<file path="src/rtl/tts_defines.svh">
`ifndef TTS_DEFINES_SVH
`define TTS_DEFINES_SVH

// ==========================================================
// instruction encoding
`define TTS_W1_PREFIX   8'hb8
`define TTS_W1_SUFFIX   4'h6
`define TTS_W2_PREFIX   4'h0
`define TTS_W2_SUFFIX   4'he

// ==========================================================
// field positions
`define TTS_PFX_HI      15
`define TTS_PFX_LO      8
`define TTS_HI_NIB_HI   15
`define TTS_HI_NIB_LO   12
`define TTS_MID_NIB_HI  11
`define TTS_MID_NIB_LO  8
`define TTS_FLD_HI      7
`define TTS_FLD_LO      4
`define TTS_SUF_HI      3
`define TTS_SUF_LO      0

// ==========================================================
// steps and reset values
`define TTS_PTR_STEP    32'h0000_0001
`define TTS_CNT_STEP    16'h0001
`define TTS_RST_ADDR    32'h0000_0000
`define TTS_RST_BYTE    8'h00
`define TTS_RST_CNT     16'h0000
`define TTS_RST_FIELD   4'h0

`endif

</file>
<file path="src/rtl/tts_pkg.sv">
package tts_pkg;

  // ==========================================================
  // address representation
  typedef enum logic [1:0] {
    mode_compact   = 2'h0,
    mode_segmented = 2'h1,
    mode_linear    = 2'h2
  } addr_mode_t;

  // ==========================================================
  // sequencer states, one-hot
  typedef enum logic [3:0] {
    st_idle = 4'h1,
    st_src  = 4'h2,
    st_tbl  = 4'h4,
    st_upd  = 4'h8
  } state_t;

  // ==========================================================
  // decoded register selectors
  typedef struct packed {
    logic [3:0] string_pointer_field;
    logic [3:0] table_base_field;
    logic [3:0] cnt_field;
  } fields_t;

  // ==========================================================
  // condition flags written by the instruction
  typedef struct packed {
    logic null_result;
    logic count_done;
  } flags_t;

endpackage

</file>
<file path="src/rtl/tts_decode.sv">
`timescale 1ns/1ps
`include "tts_defines.svh"

module tts_decode
(
  // instruction words
  input  wire logic [15:0]     i_word1,
  input  wire logic [15:0]     i_word2,
  // decode result
  output logic                 o_valid,
  output tts_pkg::fields_t     o_fields
);

  logic w1_ok;
  logic w2_ok;

  // pointer or table selector zero would mean no indirect register, so it is refused
  assign w1_ok = (i_word1[`TTS_PFX_HI:`TTS_PFX_LO] == `TTS_W1_PREFIX)
              && (i_word1[`TTS_FLD_HI:`TTS_FLD_LO] != `TTS_RST_FIELD)
              && (i_word1[`TTS_SUF_HI:`TTS_SUF_LO] == `TTS_W1_SUFFIX);
  assign w2_ok = (i_word2[`TTS_HI_NIB_HI:`TTS_HI_NIB_LO] == `TTS_W2_PREFIX)
              && (i_word2[`TTS_FLD_HI:`TTS_FLD_LO] != `TTS_RST_FIELD)
              && (i_word2[`TTS_SUF_HI:`TTS_SUF_LO] == `TTS_W2_SUFFIX);

  assign o_valid = w1_ok && w2_ok;
  assign o_fields.string_pointer_field = i_word1[`TTS_FLD_HI:`TTS_FLD_LO];
  assign o_fields.table_base_field     = i_word2[`TTS_FLD_HI:`TTS_FLD_LO];
  assign o_fields.cnt_field            = i_word2[`TTS_MID_NIB_HI:`TTS_MID_NIB_LO];

endmodule // tts_decode

</file>
<file path="src/rtl/translate_test_scan_repeat.sv">
`timescale 1ns/1ps
`include "tts_defines.svh"

module translate_test_scan_repeat
(
  // clock and reset
  input  wire logic                 i_clk,
  input  wire logic                 i_rstn,
  // instruction issue
  input  wire logic                 i_start,
  input  wire logic [15:0]          i_word1,
  input  wire logic [15:0]          i_word2,
  input  wire tts_pkg::addr_mode_t  i_mode,
  // operand register values, sampled at start
  input  wire logic [31:0]          i_ptr_val,
  input  wire logic [31:0]          i_tbl_val,
  input  wire logic [15:0]          i_cnt_val,
  // interrupt request
  input  wire logic                 i_irq_pending,
  // byte read port
  output logic                      o_mem_req,
  output logic [31:0]               o_mem_addr,
  input  wire logic                 i_mem_ack,
  input  wire logic [7:0]           i_mem_data,
  // register write-back
  output tts_pkg::fields_t          o_fields,
  output logic                      o_wb,
  output logic [31:0]               o_ptr,
  output logic [15:0]               o_cnt,
  output logic [7:0]                o_result,
  output tts_pkg::flags_t           o_flags,
  // status
  output logic                      o_busy,
  output logic                      o_done,
  output logic                      o_interrupted,
  output logic                      o_illegal,
  output logic                      o_exception
);

  // ==========================================================
  // address arithmetic
  function automatic logic [31:0] addr_add(input logic [31:0]         base,
                                           input logic [31:0]         off,
                                           input tts_pkg::addr_mode_t mode);
    logic [15:0] low;
    low = base[15:0] + off[15:0];
    case (mode)
      tts_pkg::mode_compact:   addr_add = {16'h0000, low};
      // segment number is carried, only the offset wraps
      tts_pkg::mode_segmented: addr_add = {base[31:16], low};
      tts_pkg::mode_linear:    addr_add = base + off;
      default:                 addr_add = base + off;
    endcase
  endfunction

  // ==========================================================
  // decode
  logic             dec_valid;
  tts_pkg::fields_t dec_fields;

  tts_decode u_decode
  (
    .i_word1  (i_word1),
    .i_word2  (i_word2),
    .o_valid  (dec_valid),
    .o_fields (dec_fields)
  );

  // ==========================================================
  // state
  tts_pkg::state_t     state_q;
  tts_pkg::addr_mode_t mode_q;
  logic [31:0]         tbl_q;
  logic                mem_req_q;
  logic [31:0]         mem_addr_q;
  logic                wb_q;
  logic [31:0]         ptr_q;
  logic [15:0]         cnt_q;
  logic [7:0]          result_q;
  tts_pkg::flags_t     flags_q;
  tts_pkg::fields_t    fields_q;
  logic                busy_q;
  logic                done_q;
  logic                intr_q;
  logic                illegal_q;
  logic                exc_q;
  logic                accept;
  logic                src_ack;
  logic                tbl_ack;
  logic                finish;

  assign accept  = (state_q == tts_pkg::st_idle) && i_start && dec_valid;
  assign src_ack = (state_q == tts_pkg::st_src) && i_mem_ack;
  assign tbl_ack = (state_q == tts_pkg::st_tbl) && i_mem_ack;
  assign finish  = (result_q != `TTS_RST_BYTE) || (cnt_q == `TTS_RST_CNT);

  // ==========================================================
  // sequencer
  always_ff @(posedge i_clk)
  begin
    if (!i_rstn)
    begin
      state_q <= tts_pkg::st_idle;
      busy_q  <= 1'b0;
      done_q  <= 1'b0;
      intr_q  <= 1'b0;
    end
    else
    begin
      done_q <= 1'b0;
      intr_q <= 1'b0;
      case (state_q)
        tts_pkg::st_idle:
        begin
          if (accept)
          begin
            state_q <= tts_pkg::st_src;
            busy_q  <= 1'b1;
          end
        end
        tts_pkg::st_src:
        begin
          if (i_mem_ack)
            state_q <= tts_pkg::st_tbl;
        end
        tts_pkg::st_tbl:
        begin
          if (i_mem_ack)
            state_q <= tts_pkg::st_upd;
        end
        tts_pkg::st_upd:
        begin
          if (finish)
          begin
            state_q <= tts_pkg::st_idle;
            busy_q  <= 1'b0;
            done_q  <= 1'b1;
          end
          else if (i_irq_pending)
          begin
            // leave between passes; the updated registers are already written back
            state_q <= tts_pkg::st_idle;
            busy_q  <= 1'b0;
            intr_q  <= 1'b1;
          end
          else
            state_q <= tts_pkg::st_src;
        end
        default:
        begin
          state_q <= tts_pkg::st_idle;
          busy_q  <= 1'b0;
        end
      endcase
    end
  end

  // ==========================================================
  // memory requests
  // req stays high from the string byte straight into the table byte
  always_ff @(posedge i_clk)
  begin
    if (!i_rstn)
    begin
      mem_req_q  <= 1'b0;
      mem_addr_q <= `TTS_RST_ADDR;
    end
    else if (accept)
    begin
      mem_req_q  <= 1'b1;
      mem_addr_q <= i_ptr_val;
    end
    else if (src_ack)
      mem_addr_q <= addr_add(tbl_q, {24'h000000, i_mem_data}, mode_q);
    else if (tbl_ack)
      mem_req_q  <= 1'b0;
    else if ((state_q == tts_pkg::st_upd) && !finish && !i_irq_pending)
    begin
      mem_req_q  <= 1'b1;
      mem_addr_q <= ptr_q;
    end
  end

  // ==========================================================
  // operands; table base loads only at issue
  always_ff @(posedge i_clk)
  begin
    if (!i_rstn)
    begin
      mode_q   <= tts_pkg::mode_compact;
      tbl_q    <= `TTS_RST_ADDR;
      fields_q <= '0;
    end
    else if (accept)
    begin
      mode_q   <= i_mode;
      tbl_q    <= i_tbl_val;
      fields_q <= dec_fields;
    end
  end

  // ==========================================================
  // per-pass update
  // a zero count wraps to all ones, which gives the 65536-byte scan
  always_ff @(posedge i_clk)
  begin
    if (!i_rstn)
    begin
      ptr_q    <= `TTS_RST_ADDR;
      cnt_q    <= `TTS_RST_CNT;
      result_q <= `TTS_RST_BYTE;
      flags_q  <= '0;
      wb_q     <= 1'b0;
    end
    else
    begin
      wb_q <= 1'b0;
      if (accept)
      begin
        ptr_q <= i_ptr_val;
        cnt_q <= i_cnt_val;
      end
      else if (tbl_ack)
      begin
        result_q            <= i_mem_data;
        ptr_q               <= addr_add(ptr_q, `TTS_PTR_STEP, mode_q);
        cnt_q               <= cnt_q - `TTS_CNT_STEP;
        flags_q.null_result <= (i_mem_data == `TTS_RST_BYTE);
        flags_q.count_done  <= (cnt_q == `TTS_CNT_STEP);
        wb_q                <= 1'b1;
      end
    end
  end

  // ==========================================================
  // issue errors; the instruction itself never faults
  always_ff @(posedge i_clk)
  begin
    if (!i_rstn)
    begin
      illegal_q <= 1'b0;
      exc_q     <= 1'b0;
    end
    else
    begin
      illegal_q <= (state_q == tts_pkg::st_idle) && i_start && !dec_valid;
      exc_q     <= 1'b0;
    end
  end

  assign o_mem_req     = mem_req_q;
  assign o_mem_addr    = mem_addr_q;
  assign o_fields      = fields_q;
  assign o_wb          = wb_q;
  assign o_ptr         = ptr_q;
  assign o_cnt         = cnt_q;
  assign o_result      = result_q;
  assign o_flags       = flags_q;
  assign o_busy        = busy_q;
  assign o_done        = done_q;
  assign o_interrupted = intr_q;
  assign o_illegal     = illegal_q;
  assign o_exception   = exc_q;
endmodule // translate_test_scan_repeat

</file>
<file path="config.mk">
export PLATFORM = sky130hd
export DESIGN_NAME = translate_test_scan_repeat
export DESIGN_NICKNAME = d
export VERILOG_FILES = /design/src/rtl/tts_pkg.sv /design/src/rtl/tts_decode.sv /design/src/rtl/translate_test_scan_repeat.sv
export VERILOG_INCLUDE_DIRS = /design/src /design/src/rtl
export SDC_FILE = /design/constraint.sdc
export NUM_CORES = 1
export LEC_CHECK = 0
export BUFFER_PORTS_ARGS = -buffer_cell sky130_fd_sc_hd__buf_4
export CORE_ASPECT_RATIO = 1.4
export CORE_MARGIN = 2
export CORE_UTILIZATION = 52
export CTS_CLUSTER_DIAMETER = 120
export CTS_CLUSTER_SIZE = 12
export DETAILED_ROUTE_END_ITERATION = 10
export PLACE_DENSITY = 0.81
export SKIP_CTS_REPAIR_TIMING = 1
export SYNTH_ARGS = -nofsm -noshare
export SYNTH_HDL_FRONTEND = slang
export SYNTH_SLANG_ARGS = --single-unit
</file>
<file path="constraint.sdc">
create_clock -name i_clk -period 2.82 [get_ports i_clk]
set_input_delay 0.564 -clock i_clk [delete_from_list [all_inputs] [get_ports i_clk]]
set_output_delay 0.564 -clock i_clk [all_outputs]
set_load 0.01 [all_outputs]
</file>
==> impl_metrics.json <==
{
  "crit_start": "o_cnt[1]",
  "grt_pass1_vias": 7783,
  "antenna_cells": 0,
  "htree_levels": 4,
  "fin_ws_ns": 0.122,
  "syn_area_per_cell_sq_um": 7.91,
  "port_buffers": 234,
  "cts_root_buf": "clkbuf_16",
  "clkSlewWorstSetupHoldPaths_ns": 0.06,
  "syn_inst": 979,
  "min_from": "i_word2[10]",
  "syn-cell-area_sq_um": 7740,
  "synth_edf_count": 0,
  "hpwl_um": 19100,
  "path_class": "flip-flop to flip-flop",
  "setup_viol": 0,
  "die_y_um": 148,
  "ys_warn_count": 0,
  "postLayoutCellArea_sq_um": 10400,
  "hp-class": "input port to flip-flop",
  "io_pins": 236,
  "period_share_pct": 95.7,
  "drive_gt1_share_pct": 26.9,
  "cts_sinks": 146,
  "synth_top_area_share_pct": 37.8,
  "fin_tns_setup_ns": 0,
  "outcome": "finished clean",
  "vias": 8401,
  "synth_top_cell_by_area": "dfxtp_1",
  "grt_first_pass_wirelength_um": 40800,
  "clkLatencyLatePin_ns": 0.43,
  "grtUsageTotal_pct": 32.4,
  "rsz0062_at_grt": "yes",
  "drt_wl_total_um": 26400,
  "grt_max_degree": 99,
  "initial_utilization_pct": 53.4,
  "cts_tree": "done",
  "cts_buffers": 17,
  "antenna_found_initial": 0,
  "clk_path_buf_depth": 2,
  "cp_max_fo": 9,
  "synth_seq_cells": 146,
  "area_growth_pct": 33.8,
  "powerDensity_nw_per_um2": 468,
  "r2r-start": "o_cnt[1]",
  "placed_area_sq_um": 9750,
  "synth_area_leaders": "dfxtp_1 (38%), nand2_1 (8.8%), a21oi_1 (7.2%)",
  "gr-total-overflow": 0,
  "max-vdd-ir-drop_v": 0.000404,
  "relSlewSlack_pct": 50.3,
  "fmax_ghz": 0.371,
  "drt_iter0_drc": 657,
  "core_sq_um": 14500,
  "final_nets": 1338,
  "endpoint_kind": "flip-flop",
  "ys_seq_area_share_pct": 37.8,
  "pre_cts_slack_ns": 0.0736,
  "drtPass1Iterations": 5,
  "gp_congestion": 0.921,
  "slew_viol_final": 0,
  "drv_cap": 0,
  "synthFlopType": "dfxtp_1",
  "routedWlPerCell_um": 18.9,
  "hold_ws_ns": 0.382,
  "fin_util_pct": 71.4,
  "ant_nets": 0,
  "dieWidth_um": 107,
  "worstMarginPinSlew_ns": 0.740,
  "rows": 52,
  "syn-num-nets": 1119,
  "die-area_sq_um": 15900,
  "hold_violations": 0,
  "synth_cell_type_count": 81,
  "critPathLaunchType": "flip-flop",
  "async_flop_share_pct": 0,
  "worstPathRequired_ns": 3.17,
  "post-route-min-period_ns": 2.70,
  "skew_ns": 0.0118,
  "arrival_ns": 3.05,
  "drcViolationCount": 0,
  "drt-vias-per-instance": 6.01,
  "p_leak_nw": 4.14
}
==> critical path, stage by stage (launching register included) <==
cell      delay [ns]
dfxtp_1         0.34
inv_1           0.14
ha_1            0.16
or4b_2          0.62
nor4_4          0.33
buf_4           0.19
nor4_4          0.07
nor3_4          0.42
a221oi_1        0.16
a21oi_1         0.18
==> flip-flops by register name, indices dropped and copies added (netlist names) <==
register       flops
o_mem_addr        32
o_ptr             32
tbl_q             32
o_cnt             16
o_fields          12
o_result           8
state_q            4
mode_q             2
o_flags            2
o_busy             1
o_done             1
o_illegal          1
o_interrupted      1
o_mem_req          1
o_wb               1
==> layout by cell type, fill, tap and decap left out, drive strengths merged, types with 20 or more instances in the layout <==
cell type    n
buf        268
nand2      182
dfxtp      146
a21oi      111
nor2        60
o21ai       53
a31oi       30
nand4       28
nand3       28
xor2        24
nor3        23
clkbuf      23
a211oi      20
==> area by class of cell <==
cell class | count | area [sq um]
flip-flops and latches | 146 | 2920
fillers | 1220 | 4150
multi-input cells | 760 | 4500
clock buffers | 23 | 468
repair buffers | 268 | 2090
well taps | 189 | 236
inverters | 5 | 18.8
clock inverters | 8 | 129
==> cell usage after synthesis (all sizes together) (5+ instances only) <==
cell and n:
or2 5, buf 32, nor4 16, and2 11, o21ai 53, nand2 182
o211ai 9, nand3 28, xor2 24, a31oi 30, nor2 60, clkbuf 36
or4 9, a32o 7, xnor2 14, a211oi 20, and3 16, a22oi 6
inv 5, a221oi 12, a21oi 111, dfxtp 146, or3 16, ha 12
nand4 28, nor3 23
==> power breakdown <==
part           switching (W)  leakage (nW)  internal [W]
sequential         0.0000335          1.18       0.00209
clock               0.000874         0.287       0.00144
combinational       0.000205          2.68      0.000212
total                0.00111          4.14       0.00374
==> cells by family (layout without fill, tap and decap cells) <==
group / after synthesis / in the layout / synth area share (%)
adders and majority gates: 13 / 13 / 2.20
buffers and inverters: 73 / 304 / 4.31
xor gates and xnor gates: 38 / 38 / 4.30
muxes: 4 / 4 / 0.533
DFF: 146 / 146 / 37.8
AOI/OAI and AO/OA: 290 / 290 / 24.2
other: 1 / 1 / 0.0484
and+or+nand+nor: 414 / 414 / 26.7
==> routing by layer <==
metal | up-vias | GRT usage, % | wire length (um)
li1 | 4024 | - | -
met1 | 3902 | 41.1 | 10500
met2 | 389 | 53.0 | 12900
met3 | 86 | 5.65 | 1770
met4 | 0 | 16.0 | 1190
met5 | - | 0 | 0
==> worst paths after layout <==
path	endpoint	slack [ns]	depth (start not counted)
max	o_mem_addr[14]	0.12	9
min reg2reg	o_fields[8]	0.46	2
min	o_fields[2]	0.38	3
max reg2reg	o_mem_addr[14]	0.12	9
==> through the flow <==
stage                     total power (W)  cells
after floorplan                   0.00233    979
after global placement            0.00257   1367
after detailed placement          0.00258   1367
after CTS                         0.00486   1398
after global routing              0.00496   1399
final                             0.00485   1399
No activity file was read; power rests on OpenSTA's default activity.
